[config.mk]
export PLATFORM = sky130hd
export DESIGN_NAME = sbst_tap
export DESIGN_NICKNAME = d
export VERILOG_FILES = /design/src/rtl/sbst_pkg.sv /design/src/rtl/sbst_tap.sv /design/src/rtl/sbst_sync.sv
export SDC_FILE = /design/constraint.sdc
export NUM_CORES = 1
export LEC_CHECK = 0
export BUFFER_PORTS_ARGS = -buffer_cell sky130_fd_sc_hd__buf_4
export CAP_MARGIN = 25
export CORE_UTILIZATION = 25
export DETAILED_ROUTE_END_ITERATION = 6
export SETUP_SLACK_MARGIN = 0.02
export SLEW_MARGIN = 20
export SYNTH_ARGS = -nofsm -noshare
export SYNTH_HDL_FRONTEND = slang
export SYNTH_HIERARCHICAL = 1
export SYNTH_SLANG_ARGS = --single-unit
export TNS_END_PERCENT = 20
[constraint.sdc]
create_clock -name clk_i -period 3.5 [get_ports clk_i]
set_input_delay 0.525 -clock clk_i [delete_from_list [all_inputs] [get_ports clk_i]]
set_output_delay 0.525 -clock clk_i [all_outputs]
set_load 0.1 [all_outputs]
[src/rtl/sbst_pkg.sv]
// Package with constants and types for the SRAM boundary-scan test port.
package sbst_pkg;

  localparam int unsigned SBST_IR_W = 3;
  localparam int unsigned SBST_BSR_W = 107;
  localparam int unsigned SBST_ID_W = 32;
  localparam int unsigned SBST_RESET_TMS_CNT = 5;

  // Instruction codes; the identification code value below is arbitrary.
  localparam logic [2:0] SBST_INS_EXTEST = 3'h0;
  localparam logic [2:0] SBST_INS_IDCODE = 3'h1;
  localparam logic [2:0] SBST_INS_SAMPLE_Z = 3'h2;
  localparam logic [2:0] SBST_INS_SAMPLE = 3'h4;
  localparam logic [2:0] SBST_INS_BYPASS = 3'h7;
  localparam logic [2:0] SBST_IR_RESET = SBST_INS_IDCODE;
  localparam logic [1:0] SBST_IR_CAPTURE = 2'h1;
  localparam logic [31:0] SBST_ID_CODE = 32'h0000_1001;

  typedef enum logic [15:0] {
    SBST_TLR = 16'h0001,
    SBST_RTI = 16'h0002,
    SBST_SEL_DR = 16'h0004,
    SBST_CAP_DR = 16'h0008,
    SBST_SHF_DR = 16'h0010,
    SBST_EX1_DR = 16'h0020,
    SBST_PAU_DR = 16'h0040,
    SBST_EX2_DR = 16'h0080,
    SBST_UPD_DR = 16'h0100,
    SBST_SEL_IR = 16'h0200,
    SBST_CAP_IR = 16'h0400,
    SBST_SHF_IR = 16'h0800,
    SBST_EX1_IR = 16'h1000,
    SBST_PAU_IR = 16'h2000,
    SBST_EX2_IR = 16'h4000,
    SBST_UPD_IR = 16'h8000
  } sbst_state_t;

endpackage

[src/rtl/sbst_tap.sv]
// Boundary-scan test access port of the burst SRAM, sampled on the system clock.
`timescale 1ns/1ns
// Summary of operation
// Sample on rising, drive on falling edge.
// TMS steers controller, reads one unconnected.
// Held instruction chooses the scan register.
// Only one register in the path.
// Data enters MSB, leaves from LSB.
// TDO driven only while shifting.
// Five TMS-high edges reach reset state.
// Test reset leaves memory operation alone.
// Power-up reset leaves TDO high impedance.
// Three-bit instruction register loaded serially.
// Reset loads identification instruction.
// Capture-IR loads 01 into low bits.
// Bypass is one single-bit stage.
// Bypass instruction clears bypass bit.
// Boundary register has 107 bits.
// Capture ring in Capture-DR, shift in Shift-DR.
// EXTEST, sample, sample-Z capture the ring.
// Identification loads fixed 32-bit code.
// All-zero instruction acts like sample.
// Sample-Z forces memory outputs high impedance.
// Bypass bit forms path under bypass.
// Standard sixteen-state controller on TMS.
module sbst_tap
  import sbst_pkg::*;
(
  input wire logic clk_i,
  input wire logic nrst_i,
  input wire logic en_i,
  input wire logic tck_i,
  input wire logic tms_i,
  input wire logic tdi_i,
  input wire logic [SBST_BSR_W-1:0] ring_i,
  output logic tdo_o,
  output logic tdo_oe_o,
  output logic mem_out_hiz_o,
  output logic test_reset_o
);

  // All state of the port outside the synchroniser lives in one record, registered as a whole.
  typedef struct packed {
    sbst_state_t st;
    logic [SBST_IR_W-1:0] ir_shift;
    logic [SBST_IR_W-1:0] ir;
    logic bypass;
    logic [SBST_BSR_W-1:0] bsr;
    logic [SBST_ID_W-1:0] id;
    logic tdo;
    logic tdo_oe;
    logic hiz;
    logic trst;
  } sbst_tap_t;

  // Which data register a held instruction routes between TDI and TDO.
  typedef enum logic [2:0] {
    SBST_PATH_BSR = 3'h1,
    SBST_PATH_ID = 3'h2,
    SBST_PATH_BYP = 3'h4
  } sbst_path_t;

  sbst_tap_t q, d;
  sbst_path_t path;
  logic tck_rise;
  logic tck_fall;
  logic tms_s;
  logic tdi_s;

  // The test pins come from another domain and pass two flops first.
  // A test-clock phase shorter than one system clock can be lost, so the test clock
  // must stay well below half the system clock.
  sbst_sync u_sync (
    .clk_i(clk_i),
    .nrst_i(nrst_i),
    .en_i(en_i),
    .tck_i(tck_i),
    .tms_i(tms_i),
    .tdi_i(tdi_i),
    .rise_o(tck_rise),
    .fall_o(tck_fall),
    .tms_o(tms_s),
    .tdi_o(tdi_s)
  );

  // Next controller state for the TMS level seen at a rising test-clock edge.
  function automatic sbst_state_t sbst_next(input sbst_state_t s, input logic tms);
    sbst_state_t n;
    n = SBST_TLR;
    unique case (s)
      SBST_TLR: begin
        n = tms ? SBST_TLR : SBST_RTI;
      end
      SBST_RTI: begin
        n = tms ? SBST_SEL_DR : SBST_RTI;
      end
      SBST_SEL_DR: begin
        n = tms ? SBST_SEL_IR : SBST_CAP_DR;
      end
      SBST_CAP_DR: begin
        n = tms ? SBST_EX1_DR : SBST_SHF_DR;
      end
      SBST_SHF_DR: begin
        n = tms ? SBST_EX1_DR : SBST_SHF_DR;
      end
      SBST_EX1_DR: begin
        n = tms ? SBST_UPD_DR : SBST_PAU_DR;
      end
      SBST_PAU_DR: begin
        n = tms ? SBST_EX2_DR : SBST_PAU_DR;
      end
      SBST_EX2_DR: begin
        n = tms ? SBST_UPD_DR : SBST_SHF_DR;
      end
      SBST_UPD_DR: begin
        n = tms ? SBST_SEL_DR : SBST_RTI;
      end
      SBST_SEL_IR: begin
        n = tms ? SBST_TLR : SBST_CAP_IR;
      end
      SBST_CAP_IR: begin
        n = tms ? SBST_EX1_IR : SBST_SHF_IR;
      end
      SBST_SHF_IR: begin
        n = tms ? SBST_EX1_IR : SBST_SHF_IR;
      end
      SBST_EX1_IR: begin
        n = tms ? SBST_UPD_IR : SBST_PAU_IR;
      end
      SBST_PAU_IR: begin
        n = tms ? SBST_EX2_IR : SBST_PAU_IR;
      end
      SBST_EX2_IR: begin
        n = tms ? SBST_UPD_IR : SBST_SHF_IR;
      end
      SBST_UPD_IR: begin
        n = tms ? SBST_SEL_DR : SBST_RTI;
      end
      default: begin
        n = SBST_TLR;
      end
    endcase
    return n;
  endfunction

  // Reserved codes fall to the bypass bit so that a stray code never breaks the chain.
  function automatic sbst_path_t sbst_path(input logic [SBST_IR_W-1:0] ir);
    sbst_path_t p;
    p = SBST_PATH_BYP;
    unique case (ir)
      SBST_INS_EXTEST: begin
        p = SBST_PATH_BSR;
      end
      SBST_INS_SAMPLE: begin
        p = SBST_PATH_BSR;
      end
      SBST_INS_SAMPLE_Z: begin
        p = SBST_PATH_BSR;
      end
      SBST_INS_IDCODE: begin
        p = SBST_PATH_ID;
      end
      default: begin
        p = SBST_PATH_BYP;
      end
    endcase
    return p;
  endfunction

  // Only the two shift states drive TDO; everywhere else the pin floats.
  function automatic logic sbst_is_shift(input sbst_state_t s);
    return (s == SBST_SHF_DR) || (s == SBST_SHF_IR);
  endfunction

  // Only sample-Z floats the memory outputs; the all-zero code leaves them running.
  function automatic logic sbst_floats_memory(input logic [SBST_IR_W-1:0] ir);
    return ir == SBST_INS_SAMPLE_Z;
  endfunction

  // The bit TDO shows next: the instruction register while it is shifted,
  // otherwise the LSB of the data register that the instruction routes.
  function automatic logic sbst_tdo_bit(input sbst_tap_t r, input sbst_path_t p);
    logic b;
    b = r.bypass;
    if (r.st == SBST_SHF_IR) begin
      b = r.ir_shift[0];
    end else begin
      unique case (p)
        SBST_PATH_BSR: begin
          b = r.bsr[0];
        end
        SBST_PATH_ID: begin
          b = r.id[0];
        end
        SBST_PATH_BYP: begin
          b = r.bypass;
        end
      endcase
    end
    return b;
  endfunction

  // Decoded from the held instruction, never from the one being shifted in.
  assign path = sbst_path(q.ir);

  always_comb begin
    d = q;
    // Fields not touched below keep their value through the copy, so nothing
    // needs a default of its own.

    // Every input is taken on the rising test-clock edge.
    if (tck_rise) begin
      d.st = sbst_next(q.st, tms_s);
    end

    if (tck_rise) begin
      unique case (q.st)
        SBST_CAP_IR: begin
          d.ir_shift = {q.ir[SBST_IR_W-1:2], SBST_IR_CAPTURE};
        end
        SBST_SHF_IR: begin
          d.ir_shift = {tdi_s, q.ir_shift[SBST_IR_W-1:1]};
        end
        SBST_UPD_IR: begin
          d.ir = q.ir_shift;
        end
        default: begin
        end
      endcase
    end
    // Reset state forces the identification code at once, releasing the memory.
    if (d.st == SBST_TLR) begin
      d.ir = SBST_IR_RESET;
    end

    // Exactly one data register moves, chosen by the held instruction.
    if (tck_rise) begin
      unique case (q.st)
        SBST_CAP_DR: begin
          // Bypass is cleared on capture so a chain test always reads a known zero first.
          unique case (path)
            SBST_PATH_BSR: begin
              d.bsr = ring_i;
            end
            SBST_PATH_ID: begin
              d.id = SBST_ID_CODE;
            end
            SBST_PATH_BYP: begin
              d.bypass = 1'h0;
            end
          endcase
        end
        SBST_SHF_DR: begin
          unique case (path)
            SBST_PATH_BSR: begin
              d.bsr = {tdi_s, q.bsr[SBST_BSR_W-1:1]};
            end
            SBST_PATH_ID: begin
              d.id = {tdi_s, q.id[SBST_ID_W-1:1]};
            end
            SBST_PATH_BYP: begin
              d.bypass = tdi_s;
            end
          endcase
        end
        default: begin
        end
      endcase
    end

    // TDO and its enable move on the falling test-clock edge only.
    if (tck_fall) begin
      d.tdo_oe = sbst_is_shift(q.st);
      d.tdo = sbst_tdo_bit(q, path);
    end

    // Only sample-Z floats the memory; the all-zero code does not.
    d.hiz = sbst_floats_memory(q.ir);
    // Test reset is reported but never gates the memory itself.
    d.trst = (q.st == SBST_TLR);
  end

  // Synchronous reset stands in for the power-up reset of the test logic.
  always_ff @(posedge clk_i) begin
    if (!nrst_i) begin
      q <= '{
        st: SBST_TLR,
        ir_shift: SBST_IR_RESET,
        ir: SBST_IR_RESET,
        bypass: 1'h0,
        bsr: '0,
        id: '0,
        tdo: 1'h0,
        tdo_oe: 1'h0,
        hiz: 1'h0,
        trst: 1'h1
      };
    end else if (en_i) begin
      q <= d;
    end
  end

  // Every output leaves straight from a field of the registered record.
  assign tdo_o = q.tdo;
  assign tdo_oe_o = q.tdo_oe;
  assign mem_out_hiz_o = q.hiz;
  assign test_reset_o = q.trst;

endmodule

[src/rtl/sbst_sync.sv]
// Two-flop synchroniser and edge finder for the test pins.
`timescale 1ns/1ns
module sbst_sync
  import sbst_pkg::*;
(
  input wire logic clk_i,
  input wire logic nrst_i,
  input wire logic en_i,
  input wire logic tck_i,
  input wire logic tms_i,
  input wire logic tdi_i,
  output logic rise_o,
  output logic fall_o,
  output logic tms_o,
  output logic tdi_o
);

  typedef struct packed {
    logic [2:0] s1;
    logic [2:0] s2;
    logic tck_prev;
  } sbst_sync_t;

  sbst_sync_t q, d;

  always_comb begin
    d = q;
    d.s1 = {tck_i, tms_i, tdi_i};
    d.s2 = q.s1;
    d.tck_prev = q.s2[2];
  end

  // TMS and TDI idle high through their pull-ups and TCK idles low, so reset loads
  // exactly those levels and no false test-clock edge follows the release.
  always_ff @(posedge clk_i) begin
    if (!nrst_i) begin
      q <= '{s1: 3'h3, s2: 3'h3, tck_prev: 1'h0};
    end else if (en_i) begin
      q <= d;
    end
  end

  assign rise_o = q.s2[2] & ~q.tck_prev;
  assign fall_o = ~q.s2[2] & q.tck_prev;
  assign tms_o = q.s2[1];
  assign tdi_o = q.s2[0];

endmodule

# Word-level counts from Yosys, hierarchy flattened
# Cells that the tools add are included.
# classes
n_eq_ne	29
muxes	28
bitwise_logic	4
reduce_logical	16
# op_table
cell	count
140-bit case mux with 2 select lines	1
107-bit 2-to-1 mux	2
16-bit case mux with 12 select lines	1
32-bit 2-to-1 mux	2
16-bit 2-to-1 mux	3
16-bit by 1-bit equality test with 1-bit output (second input constant)	2
9-bit 2-to-1 mux	2
16-bit by 10-bit equality test with 1-bit output (second input constant)	1
16-bit by 11-bit equality test with 1-bit output (second input constant)	1
16-bit by 12-bit equality test with 1-bit output (second input constant)	1
16-bit by 13-bit equality test with 1-bit output (second input constant)	1
16-bit by 14-bit equality test with 1-bit output (second input constant)	1
16-bit by 15-bit equality test with 1-bit output (second input constant)	1
16-bit equality test (second input constant)	1
16-bit by 2-bit equality test with 1-bit output (second input constant)	1
16-bit by 3-bit equality test with 1-bit output (second input constant)	1
16-bit by 4-bit equality test with 1-bit output (second input constant)	1
16-bit by 5-bit equality test with 1-bit output (second input constant)	1
16-bit by 6-bit equality test with 1-bit output (second input constant)	1
16-bit by 7-bit equality test with 1-bit output (second input constant)	1
16-bit by 8-bit equality test with 1-bit output (second input constant)	1
16-bit by 9-bit equality test with 1-bit output (second input constant)	1
15-bit 2-to-1 mux	1
5-bit AND reduction	3
other kinds (24)	45
# word_totals
reg_bits	173
in_bits	113
output_inout_bits	4

# Depth between registers and ports, before layout
# Gate-level depths: netlist (run 1).
# logic_depth
ltp_word	7
depth_mapped	9
depth_no_buf	7

# Hierarchy
# Netlist (run 1), hierarchy kept.
# by_module_without_submodules
module	instances	cells_per_inst	area_each_um2	seq_area_each_um2
sbst_tap	1	838	7415.9	3323.2
sbst_sync	1	24	267.8	140.1

# Worst setup path after synthesis (run 1)
# OpenSTA, ideal clock, no wires.
# synth_timing
path_type	reg-to-reg
startpoint	register q[162] (netlist bit)
endpoint	register q[138] (netlist bit)
arrival_time_ns	2.462
required_ns	3.366
slack_ns	0.904
stages_incl_launch_ff	9
path_buffers	3
path_cell_list	dfxtp_1 > buf_2 > nor4_2 > nand2_1 > or4_1 > a2111oi_4 > clkbuf_1 > buf_2 > a211oi_1
# synth_between
elab_chain_len	3
word_cells_on_any_way	7
# synth_rtl
element	line	rtl
start: declaration	sbst_tap.sv:63	sbst_tap_t q, d;
start signal: assignment	sbst_tap.sv:286	q <= '{
16-bit by 4-bit equality test with 1-bit output or 16-bit by 5-bit equality test with 1-bit output (tied branches)	sbst_tap.sv:238	unique case (q.st)
2-bit != test (no line) (tied with other cells)	-	
5-bit AND reduction (no line)	-	
# Parallel ways exist; a longest one is shown, timed or not.
# A chain may end at the register's enable or synchronous reset.

# Worst setup path in the final report (run 1)
# layout_timing
startpoint	register q[158] (netlist bit)
endpoint	register q[140] (netlist bit)
# The elaborated chain is that of the path after synthesis.

==> results of run 1 <==
==> cell families after synthesis <==
group	Yosys count
flip-flops	173
buffers and inverters	85
AND/OR/NAND/NOR	294
multiplexers	115
adder cells (fa/ha/maj)	1
AO/OA/AOI/OAI	188
XOR/XNOR	6
==> state kept, by name, indices dropped and copies added, names as in the netlist <==
name / cells
u_sync/tms_o: 1
mem_out_hiz_o: 1
q: 162
u_sync/q: 1
tdo_oe_o: 1
u_sync/d: 4
tdo_o: 1
u_sync/tdi_o: 1
test_reset_o: 1
==> power breakdown <==
part           switching (uW)  internal (uW)  total [uW]
Sequential               4.85           1970        1980
Combinational            93.5            114         208
Clock                     847           1070        1920
==> cell type report <==
cell class / count / area, um2
sequential: 173 / 3463
tap: 390 / 488.0
fill: 3152 / 20490
clock inverter: 14 / 160.2
timing repair buffer: 131 / 1046
clock buffer: 18 / 429.2
inverter: 6 / 25.02
multi-input combinational: 604 / 3852
==> per-stage QoR <==
stage,power [uW],util
finish,4101,0.3160
global route,4255,0.3160
CTS,4152,0.3160
detailed placement,2231,0.2963
global placement,2231,0.2963
floorplan,2107,-
==> worst reg2reg max path, cell delays in order, from the launching register on <==
cell and delay (ns):
dfxtp_1 0.36, nor4_2 0.49, nand2_1 0.19, or4_1 0.64
a2111oi_4 0.45, buf_12 0.42, nor2_1 0.14, a211oi_1 0.23
==> cell usage after synthesis, drive strengths merged, types with 3 or more instances <==
master	n	area, um2
dfxtp	173	3463
nor2	131	491.7
mux2i	115	1151
a211oi	108	810.8
nand2	58	217.7
clkbuf	55	206.5
a21oi	54	270.3
nand3	38	190.2
buf	24	143.9
nor3	15	75.07
nor4	10	75.07
o21ai	9	45.04
inv	6	22.52
nor2b	6	37.54
nor4b	6	52.55
nand4	5	31.28
or3	5	31.28
or4	5	37.54
a311oi	4	35.03
nand2b	4	25.02
xnor2	4	35.03
a22oi	3	22.52
and2	3	18.77
==> routing by layer <==
metal  vias up  track usage
li1       3256            -
met1      2925       0.1586
met2       128       0.1676
met3        16      0.04434
met4         0      0.03490
met5         -            0
==> worst paths after layout <==
check                           start                       end  slack (ns)  cells past startpoint
setup reg to reg  q[158]$_SDFFE_PN0P_       q[140]$_SDFFE_PN0P_        0.50                      7
hold reg to reg    q[34]$_SDFFE_PN0P_        q[34]$_SDFFE_PN0P_        0.45                      2
setup / recovery  q[158]$_SDFFE_PN0P_       q[140]$_SDFFE_PN0P_        0.50                      7
hold / removal                  tdi_i  u_sync/d[1]$_SDFFE_PN1P_        0.31                      3
==> results by group, run 1 <==
Layout
  – Final std cells w/o fill: 1,336
  – Most frequent cells in the layout: dfxtp_1, nor2_1, buf_4
  – Commonest non-fill, non-tap cell in the layout: dfxtp_1
  – ANT cells: 0
  – Area Growth Syn to Fin: 23.17%
  – Share of layout cells above drive strength 1: 0.1786
  – Net count, final: 1,046
  – Final non-filler cell area: 9464 um2

Worst setup path
  – Maximum fanout along the worst path: 112
  – CP Capture Type: flip-flop
  – Worst path bufs/invs: 1
  – Setup CP Type: flip-flop to flip-flop
  – Crit-path max cell delay: 0.64 ns
  – Slowest cell on the critical path: or4_1
  – Family with the most delay on the worst path: simple AND/OR/NAND/NOR gates
  – Startpoint types: flip-flop
  – Critical-path cell list: nor4_2 > nand2_1 > or4_1 > a2111oi_4 > buf_12 > nor2_1 > a211oi_1
  – Critical Path RT: 3.84 ns
  – Crit path arrival time: 3.34 ns

Yosys
  – Post-synth EDFFs: 0
  – Synthesized flop and latch total: 173
  – Multiplexer share of the synthesized area: 0.1498
  – Post-Synth Simple-Gate Area: 0.1760
  – Syn avg cell area: 8.914 um2
  – Synth Area in Compound Gates: 0.1667
  – Register area share after synthesis: 0.4507
  – Xor and xnor fraction of the mapped netlist area: 0.006839
  – Synth async-reset ratio: 0
  – Synth Area in Adders: 0.001303
  – Syn Nets: 975
  – Largest family of logic cells by synthesized area: simple AND/OR/NAND/NOR gates
  – Top_reg_cell synth: dfxtp_1
  – Ys Warns: 6
  – Synthesized area: 7684 um2
  – Post-synth cell types: 44
  – Synthesized instance count: 862

Die
  – Die H: 177.3 um
  – DIE WIDTH: 177.3 um
  – Core Region: 29,950 um2
  – Num ports: 117
  – Row count: 63
  – Initial Util: 0.2565
  – Die Area: 31,440 um2

Clock network
  – Htree depth: 4
  – Clk root buf: clkbuf_16
  – Clock Sinks: 173
  – Clock transition at path regs: 0.07 ns
  – Clock Tree Buf Depth: 2
  – Hold Buf Count CTS: 0
  – Num CTS Buffers: 17
  – TritonCTS clock tree: built
  – Clk Latency, worst-skew pair: 0.43 ns
  – Resized Gates After CTS: 0
  – Postcts setup bufs: 0

Global routing
  – Total grt overflow: 0
  – Global-route wire length before repair: 29.55 mm
  – Vias in the first global route: 5,795
  – Initial antenna violation count: 0
  – Largest net degree at the start of global routing: 113
  – Gr usage total: 0.1163

Placed design
  – Port bufs: 116
  – Routability cong.: 0.8277
  – Dpl ws: 0.5470 ns
  – Post-Place Cell Area: 8875 um2
  – Placed Cells: 1,304
  – Hpwl dp: 11.72 mm

STA
  – Least-Margin Pin Slew: 0.6896 ns
  – Final WS setup: 0.4977 ns
  – Minimum clock period after layout: 3.002 ns
  – RSZ-0062 raised after global routing: no
  – Setup-failing EPs final: 0
  – Fin. Hold Viols: 0
  – Final Cycle Share: 0.8578
  – Slew Limit Fails: 0
  – Final TNS setup: 0 ns
  – Fin Hold WS: 0.3119 ns
  – Worst Skew: 0.01126 ns
  – Headroom to the max-slew limit: 0.5361
  – FMAX: 0.3331 GHz

Status
  – Outcome: finished, final reports clean

Power
  – P_leak: 0.003036 uW
  – Pwr dens: 433.3 nW/um2
  – VDD IR max: 0.3195 mV

Routing
  – Drt wl/cell: 13.64 um
  – Top routing layer used: met4
  – Vias/cell: 4.734
  – Post-Route WL: 18.22 mm
  – Routed Antenna Nets: 0
  – Initial DRC Count: 357
  – Remaining DRCs: 0
  – Met1 wire length: 8.937 mm
  – Met2 wire len: 7.792 mm
  – Initial DRT Pass Iterations: 4
  – Met3 WL post-DR: 1.250 mm
  – DR vias: 6,325

Hold path
  – Hold WC Path Type: primary input to flip-flop

Job
  – # Max-Cap Violations: 0
Note: power is estimated with default switching activity, not from simulation.
==> inputs of run 2 (changes only) <==
--- a/config.mk
+++ b/config.mk
@@ -8,7 +8,9 @@
 export BUFFER_PORTS_ARGS = -buffer_cell sky130_fd_sc_hd__buf_4
 export CAP_MARGIN = 25
 export CORE_UTILIZATION = 25
+export CTS_BUF_LIST = sky130_fd_sc_hd__clkbuf_16
 export DETAILED_ROUTE_END_ITERATION = 6
+export RECOVER_POWER = 100
 export SETUP_SLACK_MARGIN = 0.02
 export SLEW_MARGIN = 20
 export SYNTH_ARGS = -nofsm -noshare
==> run 2 against run 1 <==
Against the previous run:
- clock skew barely moved
- combinational power about the same
- fmax decreased by 0.34%
- worst hold slack better by 0.0052 ns
- sequential share of layout area is 0.13 points higher
- global-route usage is the same
- worst setup slack lost 0.010 ns
- largest cell class unchanged
- largest power group unchanged
==> results by group, run 2 (synthesis gave the netlist of run 1 again) <==
STA
  – Least-Margin Pin Slew: 1.332 ns (was 0.6896 ns)
  – RSZ-0062 raised after global routing: no (unchanged)
  – Fin. Hold Viols: 0 (unchanged)
  – Final TNS setup: 0 ns (unchanged)
  – Final WS setup: 0.4876 ns (was 0.4977 ns)
  – Headroom to the max-slew limit: 0.1158 (was 0.5361)
  – Slew Limit Fails: 0 (unchanged)
  – Fin Hold WS: 0.3172 ns (was 0.3119 ns)
  – Final Cycle Share: 0.8607 (was 0.8578)
  – FMAX: 0.3320 GHz (was 0.3331 GHz)
  – Worst Skew: 0.01145 ns (was 0.01126 ns)
  – Setup-failing EPs final: 0 (unchanged)
  – Minimum clock period after layout: 3.012 ns (was 3.002 ns)

Die
  – Initial Util: 0.2565 (unchanged)
  – Die Area: 31,440 um2 (unchanged)
  – Die H: 177.3 um (unchanged)
  – Core Region: 29,950 um2 (unchanged)
  – Num ports: 117 (unchanged)
  – Row count: 63 (unchanged)
  – DIE WIDTH: 177.3 um (unchanged)

Power
  – Pwr dens: 434.2 nW/um2 (was 433.3 nW/um2)
  – P_leak: 0.003007 uW (was 0.003036 uW)
  – VDD IR max: 0.3144 mV (was 0.3195 mV)

Clock network
  – Clock transition at path regs: 0.07 ns (about the same)
  – Hold Buf Count CTS: 0 (unchanged)
  – Clock Tree Buf Depth: 2 (unchanged)
  – TritonCTS clock tree: built (unchanged)
  – Clock Sinks: 173 (unchanged)
  – Resized Gates After CTS: 0 (unchanged)
  – Htree depth: 4 (unchanged)
  – Clk Latency, worst-skew pair: 0.43 ns (about the same)
  – Clk root buf: clkbuf_16 (unchanged)
  – Num CTS Buffers: 17 (unchanged)
  – Postcts setup bufs: 0 (unchanged)

Placed design
  – Placed Cells: 1,304 (unchanged)
  – Dpl ws: 0.5470 ns (unchanged)
  – Hpwl dp: 11.72 mm (unchanged)
  – Routability cong.: 0.8277 (unchanged)
  – Port bufs: 116 (unchanged)

Layout
  – Commonest non-fill, non-tap cell in the layout: dfxtp_1 (unchanged)
  – Final std cells w/o fill: 1,337 (was 1,336)
  – Max reg flops: 162 (unchanged)
  – Post-Route Utilization: 0.3149 (was 0.3160)
  – Most frequent cells in the layout: dfxtp_1, nor2_1, buf_4 (unchanged)
  – Net count, final: 1,046 (unchanged)
  – Share of layout cells above drive strength 1: 0.1702 (was 0.1786)
  – Biggest register: q (unchanged)
  – Area Growth Syn to Fin: 22.75% (was 23.17%)

Hold path
  – Hold depth: 3 (unchanged)
  – Hold WC Path Type: primary input to flip-flop (unchanged)
  – Hold Crit Start: tdi_i (unchanged)

Global routing
  – Initial antenna violation count: 0 (unchanged)
  – Largest net degree at the start of global routing: 113 (unchanged)
  – Gr usage total: 0.1163 (unchanged)
  – Total grt overflow: 0 (unchanged)
  – Global-route wire length before repair: 29.55 mm (unchanged)
  – Vias in the first global route: 5,795 (unchanged)

Routing
  – Routed Antenna Nets: 0 (unchanged)
  – Initial DRT Pass Iterations: 5 (was 4)
  – Post-Route WL: 18.21 mm (was 18.22 mm)
  – Initial DRC Count: 368 (was 357)
  – Drt wl/cell: 13.62 um (was 13.64 um)
  – Remaining DRCs: 0 (unchanged)
  – Vias/cell: 4.718 (was 4.734)
  – DR vias: 6,308 (was 6,325)

Worst setup path
  – Crit path arrival time: 3.35 ns (was 3.34 ns)
  – CP Capture Type: flip-flop (unchanged)
  – Crit path launch: q[158]$_SDFFE_PN0P_ (unchanged)
  – Maximum fanout along the worst path: 112 (unchanged)
  – Beginning of the worst register-to-register path: q[158]$_SDFFE_PN0P_ (unchanged)
  – R2R depth: 7 (unchanged)
  – Startpoint types: flip-flop (unchanged)
  – Critical Path RT: 3.83 ns (was 3.84 ns)
  – Setup CP Type: flip-flop to flip-flop (unchanged)

Job
  – # Max-Cap Violations: 0 (unchanged)

Status
  – Outcome: finished, final reports clean (unchanged)
-- run 2: cell types whose count changed in the layout (fill, tap and decap cells not counted), sizes merged --
cell and change:
diode +1, buf -10, inv +1, clkbuf +9
-- run 2: per-layer routing --
| layer | track usage | part of all wire | vias up |
|---|---|---|---|
| li1 | - | - | 3258 |
| met1 | 0.1586 | 0.49 | 2925 |
| met2 | 0.1676 | 0.44 | 119 |
| met3 | 0.04434 | 0.068 | 6 |
| met4 | 0.03490 | 0.0079 | 0 |
| met5 | 0 | 0 | - |
-- run 2: stage by stage --
stage | power (uW) | cell area (um2)
2_1_floorplan | 2107 | 7684
3_3_place_gp | 2231 | 8875
3_5_place_dp | 2231 | 8875
4_1_cts | 4149 | 9464
5_1_grt | 4251 | 9429
6_report | 4095 | 9432
-- run 2: worst max-delay path, stage by stage (launching register included) --
cell and delay (ns):
dfxtp_1 0.36, nor4_2 0.50, nand2_1 0.20, or4_1 0.63, a2111oi_4 0.45, buf_12 0.42, nor2_1 0.08, a211oi_1 0.22
-- run 2: worst paths after layout --
check | endpoint | slack (ns)
worst max-delay path | q[43]$_SDFFE_PN0P_ | 0.49
worst min register to register | q[19]$_SDFFE_PN0P_ | 0.45
worst min-delay path | u_sync/d[1]$_SDFFE_PN1P_ | 0.32
worst max register to register | q[43]$_SDFFE_PN0P_ | 0.49
-- run 2: cell type report --
cell class                 count  area [um2]
clock inverter                15       163.9
antenna                        1       2.502
timing repair buffer         131        1011
multi-input combinational    604        3852
tap                          390       488.0
sequential                   173        3463
fill                        3162       20520
clock buffer                  17       425.4
inverter                       6       25.02
-- run 2: power by group --
group          internal (uW)  total (uW)  switching (uW)
clock                   1070        1910             846
combinational            113         206            93.2
sequential              1970        1980            4.78
total                   3150        4090             944
